[src/common/rcv_defines.svh]
/*
 * Constants for the reset-cause and program-entry vectoring block:
 * vectors, widths, reset-cause flag values and pin idle levels.
 * Assumes nothing; definitions only, included by bare name.
 */
`ifndef RCV_DEFINES_SVH
`define RCV_DEFINES_SVH

// ============================================================
// Program space
`define PC_WIDTH          10
`define RESET_VECTOR      10'h000
`define IRQ_VECTOR        10'h008
`define STACK_DEPTH_DEF   4

// ============================================================
// Reset-cause flag values (time-out, power-down)
`define TIMEOUT_POR       1'b1
`define PDOWN_POR         1'b0
`define TIMEOUT_WDT       1'b0
`define PDOWN_WDT         1'b0
`define TIMEOUT_EXT       1'b1
`define PDOWN_EXT         1'b1

// ============================================================
// Pin field layout and idle level (port0 in 7:0, port1 in 11:8)
`define PIN_COUNT         12
`define PIN_IDLE          12'hFFF
`define EXT_IRQ_BIT       0
`define RESET_PIN_BIT     9

// ============================================================
// Interrupt pending bit positions
`define IRQ_BASIC_BIT     0
`define IRQ_EVENT_BIT     1
`define IRQ_EXT_BIT       2
`define IRQ_NONE          3'h0

`endif

[src/common/rcv_pkg.sv]
/*
 * Types for the reset-cause and vectoring block.
 * Assumes rcv_defines.svh is on the include path.
 */
package rcv_pkg;

    // ============================================================
    // Edge choice for the external interrupt input
    typedef enum logic [1:0] {
        EDGE_FALL = 2'b00,
        EDGE_RISE = 2'b01,
        EDGE_BOTH = 2'b10
    } edge_sel_type;

    // ============================================================
    // Sequencer phase
    typedef enum logic {
        ST_HOLD = 1'b0,
        ST_RUN  = 1'b1
    } phase_type;

endpackage : rcv_pkg

[src/common/return_stack_if.sv]
/*
 * Carrier between the vectoring logic and its return-address stack.
 * Assumes one clock domain shared by both ends.
 */
`timescale 1ns/1ps
`default_nettype none

interface return_stack_if #(
    parameter int PC_W  = 10,
    parameter int DEPTH = 4
);
    logic                     push;
    logic                     pop;
    logic                     flush;
    logic [PC_W-1:0]          push_addr;
    logic [PC_W-1:0]          top_addr;
    logic [$clog2(DEPTH):0]   level;

    modport stack (input push, input pop, input flush, input push_addr, output top_addr, output level);
    modport user  (output push, output pop, output flush, output push_addr, input top_addr, input level);
endinterface : return_stack_if

`default_nettype wire

[src/core/reset_cause_and_vectoring.sv]
/*
 * Reset-cause recording, program-entry vectoring, interrupt entry and
 * pin wake-up for a small 8-bit core, clocked by the instruction clock.
 * Assumes rst is the power-on reset, pins are asynchronous, and the core
 * supplies its next sequential or jump address on pc_next_in.
 */
// Operation
// - A power-on reset leaves the time-out flag at 1 and the power-down flag at 0.
// - A watchdog overflow reset clears both the time-out and power-down flags.
// - An external pin reset sets both the time-out and power-down flags.
// - After any reset, fetching restarts at address 0000h and system registers take defaults.
// - Any enabled interrupt that is taken sends execution to the one interrupt vector.
// - Interrupt entry pushes the next address from pc_next_in and then loads address 0008h.
// - The return-address stack holds four nested entries for calls and interrupts.
// - Three interrupt sources exist: two timers and the external pin on port0 bit0 with chosen edge.
// - A level change on any port0 or port1 pin wakes the device from low power, except port1 bit1 while it serves as reset.
// - Port1 bit1 is an input without pull-up when not used as reset, and also wakes on change.
`timescale 1ns/1ps
`default_nettype none
`include "rcv_defines.svh"

module reset_cause_and_vectoring
    import rcv_pkg::*;
#(
    parameter int PC_W        = `PC_WIDTH,
    parameter int STACK_DEPTH = `STACK_DEPTH_DEF
) (
    input  wire logic              clk,
    input  wire logic              rst,                 // Power-on reset
    input  wire logic              reset_pin_mode,      // 1: port1 bit1 serves as reset
    input  wire logic              wdt_overflow,        // One-cycle pulse from watchdog
    input  wire logic [7:0]        port0_pins,
    input  wire logic [3:0]        port1_pins,
    input  wire logic              sleep_mode,
    input  wire logic              global_irq_en,
    input  wire logic [2:0]        irq_enable,
    input  wire logic [2:0]        irq_clear,
    input  wire edge_sel_type      irq_edge_select,
    input  wire logic              basic_timer_irq,
    input  wire logic              event_timer_irq,
    input  wire logic              instr_done,
    input  wire logic [PC_W-1:0]   pc_next_in,
    input  wire logic              call_in,
    input  wire logic              ret_in,
    output logic [PC_W-1:0]        fetch_addr,
    output logic                   defaults_load,
    output logic                   timeout_flag,
    output logic                   powerdown_flag,
    output logic [2:0]             irq_pending,
    output logic                   irq_taken,
    output logic                   wakeup,
    output logic                   port1_bit1_input,
    output logic                   port1_bit1_pullup_en
);

    // ============================================================
    // Pin synchronisers; logic reads stage two and its one-cycle-delayed copy prev_q
    logic [`PIN_COUNT-1:0] sync1_q;
    logic [`PIN_COUNT-1:0] sync2_q;
    logic [`PIN_COUNT-1:0] prev_q;

    always_ff @(posedge clk or posedge rst) begin
        if (rst) begin
            sync1_q <= `PIN_IDLE;
            sync2_q <= `PIN_IDLE;
            prev_q  <= `PIN_IDLE;
        end else begin
            sync1_q <= {port1_pins, port0_pins};
            sync2_q <= sync1_q;
            prev_q  <= sync2_q;
        end
    end

    // Reset sources; the pin is low-active and idles high
    logic ext_reset_active;
    logic reset_req;
    assign ext_reset_active = reset_pin_mode && !sync2_q[`RESET_PIN_BIT];
    assign reset_req        = ext_reset_active || wdt_overflow;

    // Pin without pull-up, never driven; reads low while it is the reset pin
    assign port1_bit1_input     = sync2_q[`RESET_PIN_BIT] && !reset_pin_mode;
    assign port1_bit1_pullup_en = 1'b0;

    // ============================================================
    // Reset-cause flags
    logic timeout_q;
    logic timeout_d;
    logic pdown_q;
    logic pdown_d;

    // External reset outranks a coincident watchdog pulse since it persists
    always_comb begin
        timeout_d = timeout_q;
        pdown_d   = pdown_q;
        if (ext_reset_active) begin
            timeout_d = `TIMEOUT_EXT;
            pdown_d   = `PDOWN_EXT;
        end else if (wdt_overflow) begin
            timeout_d = `TIMEOUT_WDT;
            pdown_d   = `PDOWN_WDT;
        end
    end

    always_ff @(posedge clk or posedge rst) begin
        if (rst) begin
            timeout_q <= `TIMEOUT_POR;
            pdown_q   <= `PDOWN_POR;
        end else begin
            timeout_q <= timeout_d;
            pdown_q   <= pdown_d;
        end
    end

    assign timeout_flag   = timeout_q;
    assign powerdown_flag = pdown_q;

    // ============================================================
    // Interrupt sources and wake-up
    logic [2:0] pend_q;
    logic [2:0] pend_d;
    logic [2:0] irq_evt;
    logic       ext_evt;
    logic       wake_q;
    logic       wake_d;
    logic [`PIN_COUNT-1:0] change_mask;

    // Edge choice on the external pin; a set always beats a clear
    always_comb begin
        unique case (irq_edge_select)
            EDGE_FALL: ext_evt = prev_q[`EXT_IRQ_BIT] && !sync2_q[`EXT_IRQ_BIT];
            EDGE_RISE: ext_evt = !prev_q[`EXT_IRQ_BIT] && sync2_q[`EXT_IRQ_BIT];
            EDGE_BOTH: ext_evt = prev_q[`EXT_IRQ_BIT] ^ sync2_q[`EXT_IRQ_BIT];
            default:   ext_evt = prev_q[`EXT_IRQ_BIT] && !sync2_q[`EXT_IRQ_BIT];
        endcase
        irq_evt                = `IRQ_NONE;
        irq_evt[`IRQ_BASIC_BIT] = basic_timer_irq;
        irq_evt[`IRQ_EVENT_BIT] = event_timer_irq;
        irq_evt[`IRQ_EXT_BIT]   = ext_evt;
        pend_d = (pend_q & ~irq_clear) | irq_evt;
        // Reset pin changes must not wake while it serves as reset
        change_mask                 = {`PIN_COUNT{1'b1}};
        change_mask[`RESET_PIN_BIT] = !reset_pin_mode;
        wake_d = sleep_mode && |((sync2_q ^ prev_q) & change_mask);
    end

    always_ff @(posedge clk or posedge rst) begin
        if (rst) begin
            pend_q <= `IRQ_NONE;
            wake_q <= 1'b0;
        end else begin
            pend_q <= pend_d;
            wake_q <= wake_d;
        end
    end

    assign irq_pending = pend_q;
    assign wakeup      = wake_q;

    // ============================================================
    // Program counter sequencing and stack
    return_stack_if #(.PC_W(PC_W), .DEPTH(STACK_DEPTH)) stk ();

    return_stack #(
        .DEPTH (STACK_DEPTH),
        .PC_W  (PC_W)
    ) u_stack (
        .clk   (clk),
        .rst   (rst),
        .stk   (stk)
    );

    phase_type       phase_q;
    phase_type       phase_d;
    logic [PC_W-1:0] pc_q;
    logic [PC_W-1:0] pc_d;
    logic            take;

    // Interrupts enter only between instructions, never during reset
    assign take = (phase_q == ST_RUN) && !reset_req && instr_done && global_irq_en && |(pend_q & irq_enable);

    // Reset beats interrupt, interrupt beats return, call and plain flow
    always_comb begin
        phase_d       = reset_req ? ST_HOLD : ST_RUN;
        pc_d          = pc_q;
        stk.push      = 1'b0;
        stk.pop       = 1'b0;
        stk.flush     = (phase_q == ST_HOLD) || reset_req;
        stk.push_addr = PC_W'(pc_q + 1'b1);
        if (reset_req || phase_q == ST_HOLD) begin
            pc_d = PC_W'(`RESET_VECTOR);
        end else if (take) begin
            stk.push      = 1'b1;
            stk.push_addr = pc_next_in;
            pc_d          = PC_W'(`IRQ_VECTOR);
        end else if (instr_done) begin
            if (ret_in) begin
                stk.pop = 1'b1;
                pc_d    = stk.top_addr;
            end else if (call_in) begin
                stk.push = 1'b1;
                pc_d     = pc_next_in;
            end else begin
                pc_d = pc_next_in;
            end
        end
    end

    always_ff @(posedge clk or posedge rst) begin
        if (rst) begin
            phase_q <= ST_HOLD;
            pc_q    <= PC_W'(`RESET_VECTOR);
        end else begin
            phase_q <= phase_d;
            pc_q    <= pc_d;
        end
    end

    assign fetch_addr    = pc_q;
    assign defaults_load = (phase_q == ST_HOLD);
    assign irq_taken     = take;

    // ============================================================
    // Checks
    property p_por_flags;
        @(posedge clk) disable iff (rst)
        (phase_q == ST_HOLD && $past(phase_q) == ST_HOLD && $past(timeout_q) && !$past(pdown_q) && !$past(reset_req))
            |-> (timeout_q && !pdown_q);
    endproperty
    a_por_flags: assert property (p_por_flags) else $error("power-on flags lost");

    property p_wdt_flags;
        @(posedge clk) disable iff (rst)
        (wdt_overflow && !ext_reset_active) |=> (!timeout_q && !pdown_q && defaults_load);
    endproperty
    a_wdt_flags: assert property (p_wdt_flags) else $error("watchdog flags wrong");

    property p_ext_flags;
        @(posedge clk) disable iff (rst)
        ext_reset_active |=> (timeout_q && pdown_q);
    endproperty
    a_ext_flags: assert property (p_ext_flags) else $error("external reset flags wrong");

    property p_reset_vector;
        @(posedge clk) disable iff (rst)
        reset_req |=> (fetch_addr == PC_W'(`RESET_VECTOR) && defaults_load && stk.level == '0);
    endproperty
    a_reset_vector: assert property (p_reset_vector) else $error("reset did not restart at zero");

    property p_irq_entry;
        @(posedge clk) disable iff (rst)
        irq_taken |=> (fetch_addr == PC_W'(`IRQ_VECTOR) && stk.top_addr == $past(pc_next_in));
    endproperty
    a_irq_entry: assert property (p_irq_entry) else $error("interrupt entry wrong");

    property p_irq_only_enabled;
        @(posedge clk) disable iff (rst)
        irq_taken |-> (global_irq_en && |(irq_pending & irq_enable));
    endproperty
    a_irq_only_enabled: assert property (p_irq_only_enabled) else $error("interrupt taken while disabled");

    property p_ext_edge;
        @(posedge clk) disable iff (rst)
        (irq_edge_select == EDGE_FALL && $past(sync2_q[`EXT_IRQ_BIT]) && !sync2_q[`EXT_IRQ_BIT] && prev_q[`EXT_IRQ_BIT])
            |=> irq_pending[`IRQ_EXT_BIT];
    endproperty
    a_ext_edge: assert property (p_ext_edge) else $error("external edge not pended");

    property p_wake;
        @(posedge clk) disable iff (rst)
        (sleep_mode && sync2_q[7:0] != prev_q[7:0]) |=> wakeup;
    endproperty
    a_wake: assert property (p_wake) else $error("port change did not wake");

    property p_flags_hold;
        @(posedge clk) disable iff (rst)
        !reset_req |=> ($stable(timeout_q) && $stable(pdown_q));
    endproperty
    a_flags_hold: assert property (p_flags_hold) else $error("reset flags changed without reset");

endmodule : reset_cause_and_vectoring

`default_nettype wire

[src/core/return_stack.sv]
/*
 * Return-address stack for calls and interrupts, flip-flop storage.
 * Assumes DEPTH is a power of two; deeper nesting wraps and overwrites
 * the oldest entry, so code that nests too deep loses its first return.
 */
`timescale 1ns/1ps
`default_nettype none

module return_stack #(
    parameter int DEPTH = 4,
    parameter int PC_W  = 10
) (
    input  wire logic      clk,
    input  wire logic      rst,
    return_stack_if.stack  stk
);
    localparam int PW = $clog2(DEPTH);

    logic [PC_W-1:0] mem_q [DEPTH];
    logic [PC_W-1:0] mem_d [DEPTH];
    logic [PW-1:0]   ptr_q;
    logic [PW-1:0]   ptr_d;
    logic [PW:0]     level_q;
    logic [PW:0]     level_d;

    // ============================================================
    // Next state: push writes at the pointer, pop steps back
    always_comb begin
        mem_d   = mem_q;
        ptr_d   = ptr_q;
        level_d = level_q;
        if (stk.flush) begin
            ptr_d   = '0;
            level_d = '0;
        end else if (stk.push) begin
            mem_d[ptr_q] = stk.push_addr;
            ptr_d        = ptr_q + 1'b1;
            if (level_q != (PW+1)'(DEPTH)) begin
                level_d = level_q + 1'b1;                 // Saturates at the nesting limit
            end
        end else if (stk.pop) begin
            ptr_d = ptr_q - 1'b1;
            if (level_q != '0) begin
                level_d = level_q - 1'b1;
            end
        end
    end

    // Register the stack
    always_ff @(posedge clk or posedge rst) begin
        if (rst) begin
            for (int i = 0; i < DEPTH; i++) begin
                mem_q[i] <= '0;
            end
            ptr_q   <= '0;
            level_q <= '0;
        end else begin
            mem_q   <= mem_d;
            ptr_q   <= ptr_d;
            level_q <= level_d;
        end
    end

    assign stk.top_addr = mem_q[ptr_q - 1'b1];
    assign stk.level    = level_q;

    // ============================================================
    // Checks
    property p_stack_bound;
        @(posedge clk) disable iff (rst)
        level_q <= (PW+1)'(DEPTH);
    endproperty
    a_stack_bound: assert property (p_stack_bound) else $error("stack level above depth");

    property p_stack_lifo;
        @(posedge clk) disable iff (rst)
        (stk.push && !stk.flush) |=> (stk.top_addr == $past(stk.push_addr));
    endproperty
    a_stack_lifo: assert property (p_stack_lifo) else $error("pushed address not on top");

endmodule : return_stack

`default_nettype wire

[config.mk]
export PLATFORM = sky130hd
export DESIGN_NAME = reset_cause_and_vectoring
export DESIGN_NICKNAME = d
export VERILOG_FILES = /design/src/common/rcv_pkg.sv /design/src/common/return_stack_if.sv /design/src/core/reset_cause_and_vectoring.sv /design/src/core/return_stack.sv
export VERILOG_INCLUDE_DIRS = /design/src /design/src/common
export SDC_FILE = /design/constraint.sdc
export NUM_CORES = 1
export LEC_CHECK = 0
export ABC_AREA = 1
export BUFFER_PORTS_ARGS = -buffer_cell sky130_fd_sc_hd__buf_4
export CORE_ASPECT_RATIO = 2
export CORE_MARGIN = 4
export CORE_UTILIZATION = 60
export DETAILED_ROUTE_END_ITERATION = 7
export GPL_TIMING_DRIVEN = 0
export PLACE_DENSITY = 0.83
export SYNTH_ARGS = -nofsm -noshare
export SYNTH_HDL_FRONTEND = slang
export SYNTH_SLANG_ARGS = --single-unit
export TNS_END_PERCENT = 100
[constraint.sdc]
create_clock -name clk -period 6.55 [get_ports clk]
set_clock_uncertainty 0.15 [all_clocks]
set_input_delay 0.655 -clock clk [delete_from_list [all_inputs] [get_ports clk]]
set_output_delay 0.655 -clock clk [all_outputs]
set_load 0.05 [all_outputs]
Word-level counts from Yosys, hierarchy flattened
Cells that the tools add are included.
- multiplexer cells: 28
- equality and inequality tests: 2
- magnitude comparators: 3
- $add $sub $neg: 3
- reductions and logical operators: 23
- bitwise gates (word level): 11
- operators with widths (kind ; number):
    2-to-1 mux 10 bit ; 9
    bitwise mux 40 bit ; 1
    binary-select mux 10 bit (select 2 bit) ; 1
    demux 10 bit (select 2 bit) ; 1
    bitwise AND 12 bit ; 1
    2-to-1 mux 1 bit ; 12
    OR reduction 12 bit ; 1
    bitwise XOR 12 bit ; 1
    adder 10 x 1 -> 10 bit, second input constant ; 1
    logical AND 1 bit ; 10
    bitwise AND 3 bit ; 2
    >= comparator 3 bit, second input constant ; 2
    2-to-1 mux 2 bit ; 3
    inverter 2 -> 3 bit ; 2
    nonzero test 3 bit ; 2
    zero test 1 bit ; 5
    less-than comparator 3 x 1 -> 1 bit, second input constant ; 1
    inverter 3 bit ; 1
    bitwise OR 3 bit ; 1
    OR reduction 3 bit ; 1
    adder 2 x 1 -> 2 bit, second input constant ; 1
    == test 2 x 1 -> 1 bit, second input constant ; 1
    == test 2 bit, second input constant ; 1
    logical OR 1 bit ; 2
    other kinds (6) ; 7
- word-level logic and storage cells: 84
- input port bits: 41
- register bits after elaboration: 95
- output and inout port bits: 20

Logic depth before layout (Yosys ltp)
Gate-level depths: netlist (run 1).
- depth in word-level cells: 13
- mapped depth: 10
- depth with buffers taken out: 10

Hierarchy
Synthesis (run 1) repeated with hierarchy kept, for this count alone.
- cell total of the unflattened synthesis: 527
- area, all modules: 4685.7 um2
- modules (own cells, without submodules) (module ; area an instance (um2) ; instances ; sequential area each (um2) ; cells an instance):
    reset_cause_and_vectoring ; 2513.7 ; 1 ; 1372.6 ; 274
    return_stack ; 2172.1 ; 1 ; 1126.1 ; 253

Worst setup path after synthesis (run 1)
Ideal clock, no wire load.
- path type: input to output
- from: in wdt_overflow
- to: out irq_taken
- path buffers: 0
- stages: 3
- required time: 5.745 ns
- setup slack: 4.376 ns
- data arrival time: 1.369 ns
- cell sequence: inv_1 > nand4_2 > nor2_4
- word-level cells in the longest chain between the ends: 6
- ends and longest elaborated chain (item ; RTL line ; source):
    from (decl) ; reset_cause_and_vectoring.sv:31 ; input wire logic wdt_overflow,
    logical OR 1 bit ; reset_cause_and_vectoring.sv:78 ; assign reset_req = ext_reset_active || wdt_overflow;
    zero test 1 bit ; reset_cause_and_vectoring.sv:179 ; assign take = (phase_q == ST_RUN) && !reset_req && instr_done && global_irq_en && |(pend_q & irq_enable);
    logical AND 1 bit (4 in a row) ; reset_cause_and_vectoring.sv:179 ;
    to (decl) ; reset_cause_and_vectoring.sv:50 ; output logic irq_taken,
Every way passes these cells.

Worst setup path after layout (run 1)
- from: reg u_stack.ptr_q[0]
- to: reg pc_q[7], in the netlist fetch_addr[7]
- word-level cells in the longest chain between the ends: 9
- ends and longest elaborated chain (item ; RTL line ; source):
    from (decl) ; return_stack.sv:21 ; logic [PW-1:0] ptr_q;
    from (signal assigned) ; return_stack.sv:59 ; ptr_q <= ptr_d;
    subtractor 2 x 1 -> 2 bit ; return_stack.sv:64 ; assign stk.top_addr = mem_q[ptr_q - 1'b1];
    inverter 2 -> 3 bit (implied by the code) ; return_stack.sv:64 ;
    binary-select mux 10 bit (select 2 bit) ; return_stack.sv:64 ;
    2-to-1 mux 10 bit (implied by the code) (2 in a row) ; return_stack.sv:64 ;
    2-to-1 mux 10 bit ; reset_cause_and_vectoring.sv:196 ; if (ret_in) begin
    2-to-1 mux 10 bit ; reset_cause_and_vectoring.sv:195 ; end else if (instr_done) begin
    2-to-1 mux 10 bit ; reset_cause_and_vectoring.sv:191 ; end else if (take) begin
    2-to-1 mux 10 bit ; reset_cause_and_vectoring.sv:189 ; if (reset_req || phase_q == ST_HOLD) begin
    to (signal assigned) ; reset_cause_and_vectoring.sv:211 ; pc_q <= PC_W'(`RESET_VECTOR);
    to (signal assigned) ; reset_cause_and_vectoring.sv:214 ; pc_q <= pc_d;
    to (decl) ; reset_cause_and_vectoring.sv:174 ; logic [PC_W-1:0] pc_q;
Every way passes these cells. The select of a mux whose other input is x is not followed.
A chain may end at the register's enable or synchronous reset.

==> results of run 1 <==
==> cell families (layout without fill, tap and decap cells) <==
group	after synthesis	after routing	share of synthesized area, %
compound gates	53	53	7.64
fa+ha+maj	9	9	2.52
simple gates	270	270	27.4
buf+inv	62	138	6.58
flops	95	95	54.2
xor+xnor	8	8	1.57
other cells	1	1	0.0839
==> critical path, cell delays in order, from the launching register on <==
cell and delay [ns]:
sky130_fd_sc_hd__dfrtp_1 0.42, sky130_fd_sc_hd__inv_1 0.15, sky130_fd_sc_hd__clkbuf_1 0.44, sky130_fd_sc_hd__ha_1 0.37
sky130_fd_sc_hd__inv_1 0.09, sky130_fd_sc_hd__clkbuf_1 0.41, sky130_fd_sc_hd__o21ai_0 0.20, sky130_fd_sc_hd__a21oi_1 0.20
sky130_fd_sc_hd__o22ai_1 0.14
==> registers in the layout, indices dropped and copies added (netlist names) <==
register / count
u_stack.mem_q: 40
prev_q: 12
sync1_q: 12
sync2_q: 12
fetch_addr: 10
irq_pending: 3
u_stack.ptr_q: 2
phase_q: 1
powerdown_flag: 1
timeout_flag: 1
wakeup: 1
==> through the flow <==
| stage | setup slack, ns | cell area [sq um] | hold WS, ns | util, % |
|---|---|---|---|---|
| after floorplan | 3.33 | 4470 | 0.195 | - |
| after global placement | 2.49 | 5030 | 0.196 | 69.2 |
| after detailed placement | 3.90 | 5060 | 0.197 | 69.6 |
| after CTS | 3.87 | 5390 | 0.206 | 74.1 |
| after global routing | 3.76 | 5390 | 0.209 | 74.1 |
| final | 3.84 | 5390 | 0.205 | 74.1 |
==> layout make-up <==
cell class,count,area share (%)
sequential,95,45.0
multi-input combinational,341,32.6
timing repair buffer,60,8.74
clock buffer,12,5.16
inverter,48,3.74
tap,92,2.14
buffer,14,1.77
clock inverter,4,0.883
==> report_power, final <==
part	total (uW)	switching [uW]	internal [uW]
sequential	636	16.0	620
clock	557	217	339
combinational	153	97.6	54.9
==> final timing paths <==
check | start | end | slack (ns) | cells after the start
min | sync1_q[8] | sync2_q[8] | 0.20 | 0
min in group asynchronous | rst | irq_pending[0] | 0.23 | 2
min reg2reg | sync1_q[8] | sync2_q[8] | 0.20 | 0
max | u_stack.ptr_q[0] | fetch_addr[7] | 3.84 | 8
max reg2reg | u_stack.ptr_q[0] | fetch_addr[7] | 3.84 | 8
max in group asynchronous | rst | prev_q[10] | 5.34 | 3
==> synth_stat cells, types with 6 or more instances <==
| cell | n | area share, % |
|---|---|---|
| sky130_fd_sc_hd__dfstp_2 | 37 | 22 |
| sky130_fd_sc_hd__o21ai_2 | 8 | 1.6 |
| sky130_fd_sc_hd__o21ai_0 | 14 | 1.6 |
| sky130_fd_sc_hd__clkbuf_1 | 7 | 0.59 |
| sky130_fd_sc_hd__a21oi_1 | 10 | 1.1 |
| sky130_fd_sc_hd__nand3_2 | 6 | 1.3 |
| sky130_fd_sc_hd__o22ai_1 | 6 | 0.84 |
| sky130_fd_sc_hd__nor2_1 | 29 | 2.4 |
| sky130_fd_sc_hd__nand3_1 | 22 | 2.5 |
| sky130_fd_sc_hd__nand2_1 | 194 | 16 |
| sky130_fd_sc_hd__xor2_1 | 6 | 1.2 |
| sky130_fd_sc_hd__inv_1 | 42 | 3.5 |
| sky130_fd_sc_hd__dfrtp_1 | 58 | 32 |
| sky130_fd_sc_hd__ha_1 | 9 | 2.5 |
==> routing by layer <==
metal	part of all wire [%]	track usage, %
met1	34	27.7
met2	56	50.8
met3	5.4	5.86
met4	4.0	14.8
met5	0	0
==> impl_summary.md, run 1 <==
Run status
The flow ran to the end, and the final reports show no timing, DRC or antenna violations.

Layout
The area growth from synthesis to layout is 20.4%. The sequential standard cell area is 2420 sq um. 0 antenna diodes ended up in the layout. The non-filler instance count after layout is ~670.

After filler insertion, the fill cell instance count of the layout stands at 502. The most common cell after layout, fill and taps aside is sky130_fd_sc_hd__nand2_1. The share of cells above drive strength 1 is a little over a quarter.

The multi-input combinational cell area is 1750 sq um. The net count of the finished layout is just over 600. In the layout the commonest cells are sky130_fd_sc_hd__nand2_1 (194), sky130_fd_sc_hd__buf_4 (60), sky130_fd_sc_hd__dfrtp_1 (58).

Route
The DRC marker count from the first detailed-route iteration is 329. In the routed design, unresolved DRC markers number 0. The average wire per standard cell is 17.0 um.

The detailed-route vias per instance is 5.44. The final layout contains routed wiring with a total length of 11.3 mm. The first-pass iteration count of the detailed router is 8. The total vias in the final route is 3622.

The count of nets left with antenna violations once routing finished came out at 0.

Clock tree
The total CTS buffers is 9. The tree built by TritonCTS fans out to 95 sinks. The number of hold buffers added after CTS was 0.

The number of setup buffers added after CTS is 0. The buffer levels on the longest clock path is 2. The clock network latency to the later pin of the worst-skew pair is 0.35 ns. The buffer type at the clock tree root is sky130_fd_sc_hd__clkbuf_16.

The post-cts resize count is 0. TritonCTS built the clock tree. The H-tree generated during clock tree synthesis spans 3 levels.

Clock-pin slew was measured on the worst setup and hold paths at ~0.06 ns.

Place
The placed cell count is 650. During placement, the flow inserted port buffers numbering 59. At the end of routability-driven placement, the weighted congestion stood at 0.924. Once detailed placement completed, the half-perimeter wirelength came to just over 8 mm.

Min path
The classification of the worst-slack hold path is reg -> reg.

Global routing
The initial antenna violation count was 0. The overall global routing resource usage is between 20% and 30%. The number of global-route vias before repair is 3831. The overall overflow remaining after global route is 0. The largest net degree at the start of global routing is 52. The first global-routing pass estimated 18.6 mm of wire.

Critical path
The type of destination of the critical path is a flop. The data required time of the critical path is ~6.6 ns. The critical path launch point type is a flop. Along the worst path, the maximum fanout reaches 11. The setup path with the least slack is of type reg -> reg. The signal arrival time at the worst endpoint is approximately 2.8 ns.

STA
The final number of max-transition violations is 0. The share of the clock period used by the worst path is 41.4%. Derived from the worst setup path, the maximum achievable clock frequency is 368 MHz. The setup TNS is 0 ns.

Setup repair after global routing left no endpoint under its margin. The final hold violation count was 0. In this run the tightest slew margin relative to its limit is approximately three fifths. The actual slew at the worst max-slew pin is 0.586 ns. The final setup violation count is 0. The clock period could shrink to roughly 2.7 ns.

Floorplanning
The effective utilization at floorplan is 61.5%. The die is 69.0 um wide. The top-level port count is 61.

In this run the vertical extent of the chip is 130 um. The die covers 8980 sq um. The placeable core area is 7270 sq um. The floorplan has 44 rows.

Synthesis
The count of unique library cells instantiated by Yosys is 38. The netlist area before placement is 4470 sq um. The number of synthesized flops with an enable pin is 0.

The fraction of the yosys area taken by sequential cells is 54.2%. A synthesized cell averages 8.98 sq um. The number of nets in the synthesized netlist is approximately 550.

The flop and latch count out of synthesis is 95. The most used flip-flop cell after synthesis is sky130_fd_sc_hd__dfrtp_1. The Yosys step of the flow raised 0 warnings.

The share of synthesized registers carrying an async set or reset is 100%. The gate count after technology mapping is 498.

Power and ir drop
The power density relative to cell area is 250 nW/um^2. The overall power of the completed layout is 1350 uW. VDD sags by at most 0.219 mV.

Summed over all cells, the static leakage comes to 0.00275 uW.

Job
The max-capacitance violation count is 0.
No activity file was read; power rests on OpenSTA's default activity.
==> inputs of run 2 (changes only) <==
--- a/config.mk
+++ b/config.mk
@@ -6,14 +6,14 @@
 export SDC_FILE = /design/constraint.sdc
 export NUM_CORES = 1
 export LEC_CHECK = 0
-export ABC_AREA = 1
+export ABC_AREA = 0
 export BUFFER_PORTS_ARGS = -buffer_cell sky130_fd_sc_hd__buf_4
 export CORE_ASPECT_RATIO = 2
 export CORE_MARGIN = 4
-export CORE_UTILIZATION = 60
+export CORE_UTILIZATION = 57
 export DETAILED_ROUTE_END_ITERATION = 7
 export GPL_TIMING_DRIVEN = 0
-export PLACE_DENSITY = 0.83
+export PLACE_DENSITY = 0.8
 export SYNTH_ARGS = -nofsm -noshare
 export SYNTH_HDL_FRONTEND = slang
 export SYNTH_SLANG_ARGS = --single-unit
==> constraint.sdc (replaced) <==
create_clock -name clk -period 2.6 [get_ports clk]
set_clock_uncertainty 0.15 [all_clocks]
set_input_delay 0.26 -clock clk [delete_from_list [all_inputs] [get_ports clk]]
set_output_delay 0.26 -clock clk [all_outputs]
set_load 0.05 [all_outputs]
==> run 2 against run 1 <==
Compared with the run above: area after synthesis down 6.8%; global-route usage decreased by 1.5 points; worst hold slack got worse by 0.16 ns; register-to-register slack got worse by 3.7 ns; flip-flop and latch count is the same; critical endpoint is now irq_taken; sequential power grew to 2.5 times the previous value; first-iteration DRC count is 31% lower.
==> impl_summary.md, run 2 <==
Layout
The net count of the finished layout is 454 (-27%). The final design area excluding fillers is 5250 sq um (-2.5%). The share of cells above drive strength 1 came to 39.4% (+12 points). Ranked by flip-flop count, first place goes to u_stack.mem_q. The flip-flop count of the largest register after layout is 40 (unchanged).

The count of antenna diodes in the layout is 0 (unchanged). The non-filler instance count after layout is 499 (-25%). The count of fill cells added during filler insertion came to 445 (-11%). The most common cell after layout, fill and taps aside is sky130_fd_sc_hd__buf_4.

The area growth from synthesis to layout is 26.0%. The library cells used most frequently in the layout, excluding fill and tap cells, are sky130_fd_sc_hd__buf_4 (59), sky130_fd_sc_hd__dfrtp_1 (58), sky130_fd_sc_hd__dfstp_2 (37).

STA
The maximum clock frequency is 397 MHz. Of the available clock period, the critical path in the final layout requires 96.9%. The final setup violation count came to 0 (unchanged). The final number of max-transition violations came to 0 (unchanged). The actual slew at the worst max-slew pin came to 0.908 ns (+0.321 ns). The worst hold slack after final layout is 0.0405 ns (-0.164 ns). The minimum period implied by the final worst setup slack is 2.52 ns. The final hold violation count is 0 (unchanged). Setup repair after global routing left no endpoint under its margin. The worst relative slew slack is 39.5% (-21 points).

Place
The number of port buffers is 58 (-1.7%). The final weighted congestion in routability-driven placement is 0.854 (-7.6%). The detailed placer's ending HPWL is 6.97 mm (-14%).

The placed cell count is 466 (-28%). The cell area reported after detailed placement is 4760 sq um (-5.9%).

Clock tree
The count of H-tree levels built during CTS is 3 (unchanged). The total CTS buffers is 9 (unchanged). The buffer levels on the longest clock path is 2 (unchanged).

The number of clock sinks is 95 (unchanged). The clock transition time at the flip-flop clock pins of the worst setup and hold paths is 0.06 ns (about the same). The clock network latency to the later pin of the worst-skew pair is 0.35 ns (about the same). The buffer type at the clock tree root is sky130_fd_sc_hd__clkbuf_16.

The CTS tree is built.

Critical path
The register-to-register setup slack was 0.17 ns (-3.67 ns). The data required time of the critical path is 2.19 ns (-4.43 ns). The startpoint identified for the worst register-to-register timing path is u_stack.ptr_q[0].

STA classifies the critical path endpoint as an output pin. The largest driver fanout on the critical path was 10 (-1). The worst setup path category is in -> out. The critical path launch point type is an input pin. The depth of the worst register-to-register path was 7 (-1). The signal arrival time at the worst endpoint is 2.11 ns (-0.67 ns). The worst register-to-register path ends at fetch_addr[8].

Job
The max-capacitance violation count was 0 (unchanged).

Synthesis
The complex-gate fraction of the synthesized area is 11.2% (+3.6 points). The share of synthesized registers carrying an async set or reset came to 100% (unchanged). The adder and majority gate portion of the synthesized area is 2.70% (+0.18 points). The flop and latch count out of synthesis was 95 (unchanged). For this run, the leading register cell type out of synthesis is sky130_fd_sc_hd__dfrtp_1. The number of synthesized flops with an enable pin is 0 (unchanged). The post-synthesis area per instance is 13.2 sq um (+47%). The cell taking the most area after synthesis is sky130_fd_sc_hd__dfrtp_1. By count the netlist is led by sky130_fd_sc_hd__dfrtp_1 (58), sky130_fd_sc_hd__dfstp_2 (37), sky130_fd_sc_hd__o21ai_0 (26). The mux contribution to synthesized area is 14.9% (+15 points).

The fraction of the yosys area taken by sequential cells is 58.1% (+3.9 points). The library cell with the highest instance count after synthesis is sky130_fd_sc_hd__dfrtp_1. The number of warnings printed during yosys synthesis is 0 (unchanged). The top cell type's share of synthesized area is 34.8% (+2.4 points). The count of unique library cells instantiated by Yosys is 44 (+16%). The gate count after technology mapping is 316 (-37%).

The total nets after synthesis is 366 (-33%). The post-synthesis xor/xnor area fraction is 3.36% (+1.8 points). The simple-gate portion of the synthesized area is 6.69% (-21 points). The netlist area before placement came to 4170 sq um (-6.8%).

The largest family of logic cells by synthesized area is multiplexers. Ranked by total cell area, the synthesized netlist is headed by sky130_fd_sc_hd__dfrtp_1 (35%), sky130_fd_sc_hd__dfstp_2 (23%), sky130_fd_sc_hd__mux2_2 (5.4%).

Route
The total vias in the final route came to 2960 (-18%). The DRC marker count from the first detailed-route iteration is 226 (-31%). The remaining antenna violation count is 0 (unchanged). The DRC violation count after routing is 0 (unchanged).

The detailed-route vias per instance is 5.93 (+9.1%). The total wirelength of the detailed-routed design is 10.2 mm (-10%). The first-pass iteration count of the detailed router is 5 (-3). The average wire per standard cell is 20.5 um (+20%).

Power and ir drop
The reported leakage power is 0.00236 uW (-14%). The power density relative to cell area is 615 nW/um^2 (+150%). The worst ir drop on vdd is 0.472 mV (+120%).

Min path
The terminating pin of the worst hold path is wakeup. In this run the worst hold path is classified as in -> reg. The start point of the worst hold path is sleep_mode.

The number of instances on the worst hold path was 2 (+2).

Global routing
The met3 capacity usage during global routing is 6.90% (+1.0 points). The global-route wire length before repair is 16.0 mm (-14%). The number of global-route vias before repair came to 3234 (-16%). After global routing, the most crowded layer is met2. The overall global routing resource usage is 25.7% (-1.5 points).

The initial antenna violation count came to 0 (unchanged). The overall overflow remaining after global route is 0 (unchanged). The met2 demand-to-capacity share in global routing is 45.1% (-5.7 points). The met1 capacity usage during global routing is 26.6% (-1.1 points). The largest net degree at the start of global routing is 46 (-12%).

Floorplanning
The area of the die came to 8830 sq um (-1.7%). The effective utilization at floorplan is 59.2% (-2.4 points). The die outline width is 68.5 um (-0.83%). The top-level port count is 61 (unchanged). The placeable core area is 7050 sq um (-3.0%). The height of the chip is 129 um (-0.88%). The site row count was 43 (-2.3%).

Run status
The flow ran to the end, and the final reports show no timing, DRC or antenna violations.
## run 2: changes by cell type in the layout (fill, tap and decap cells not counted), sizes merged, moves of 10 or more
cell,previous run,this run
nand3,33,3
mux4,0,10
mux2,0,24
inv,45,19
mux2i,0,11
o31ai,0,20
dlygate4sd3,0,16
nand2,199,3
nor2,32,14
## run 2: worst max-delay path by stage
stage,start,endpoint,slack (ns),cells after the start
6_report,wdt_overflow,irq_taken,0.08,7
4_1_cts,wdt_overflow,irq_taken,0.06,7
5_1_grt,wdt_overflow,irq_taken,0.01,7
3_3_place_gp,u_stack.ptr_q[0],fetch_addr[7],-0.29,7
2_1_floorplan,irq_pending[0],u_stack.mem_q[11],0.07,6
3_5_place_dp,u_stack.ptr_q[0],fetch_addr[8],-0.32,7
## run 2: critical path, cell delays in order
cell and delay (ns):
sky130_fd_sc_hd__dlygate4sd3_1 0.53, sky130_fd_sc_hd__buf_4 0.15, sky130_fd_sc_hd__nand2b_1 0.14, sky130_fd_sc_hd__or4_1 0.53
sky130_fd_sc_hd__buf_6 0.19, sky130_fd_sc_hd__inv_4 0.12, sky130_fd_sc_hd__buf_6 0.18
## run 2: cells by family (layout without fill, tap and decap cells)
group,count (synthesis),after routing
fa+ha+maj,9,9
compound gates,69,69
buf+inv,28,121
xor+xnor,16,16
mux,45,45
other cells,1,1
flops,95,95
simple gates,53,53
## run 2: cell type report
class                           count  area, sq um  area share [%]
Sequential cell                    95         2420            46.2
Multi-Input combinational cell    193         1630            31.1
Timing Repair Buffer               77          647            12.3
Clock buffer                       11          264            5.03
Tap cell                           90          113            2.14
Inverter                           18         73.8            1.41
Buffer                             10         60.1            1.14
Clock inverter                      5         37.5           0.715
## run 2: power breakdown
part | internal, uW | switching, uW
logic | 148 | 192
clock network | 738 | 556
registers | 1560 | 37.5
total | 2450 | 785
## run 2: stage by stage
step,setup WS [ns],util (%),power [uW],TNS [ns]
floorplan,0.0676,-,1800,0
global placement,-0.290,67.0,1910,-2.10
detailed placement,-0.322,67.5,1930,-2.63
CTS,0.0600,74.2,3240,0
global route,0.0146,74.5,3350,0
finish,0.0800,74.5,3230,0
## run 2: repair_timing
item / 4_1_cts / 5_1_grt
endpoints found under the hold margin: 30 / 0
pin swaps: 0 / 1
gates resized for setup: 2 / 7
hold buffers: 16 / 0
setup endpoints to repair: 10 / 27
setup buffers: 0 / 1
## run 2: routing by layer
layer	share of wire [%]	vias to the layer above
li1	-	1323
met1	36	1498
met2	56	110
met3	5.3	29
met4	3.4	0
met5	0	-
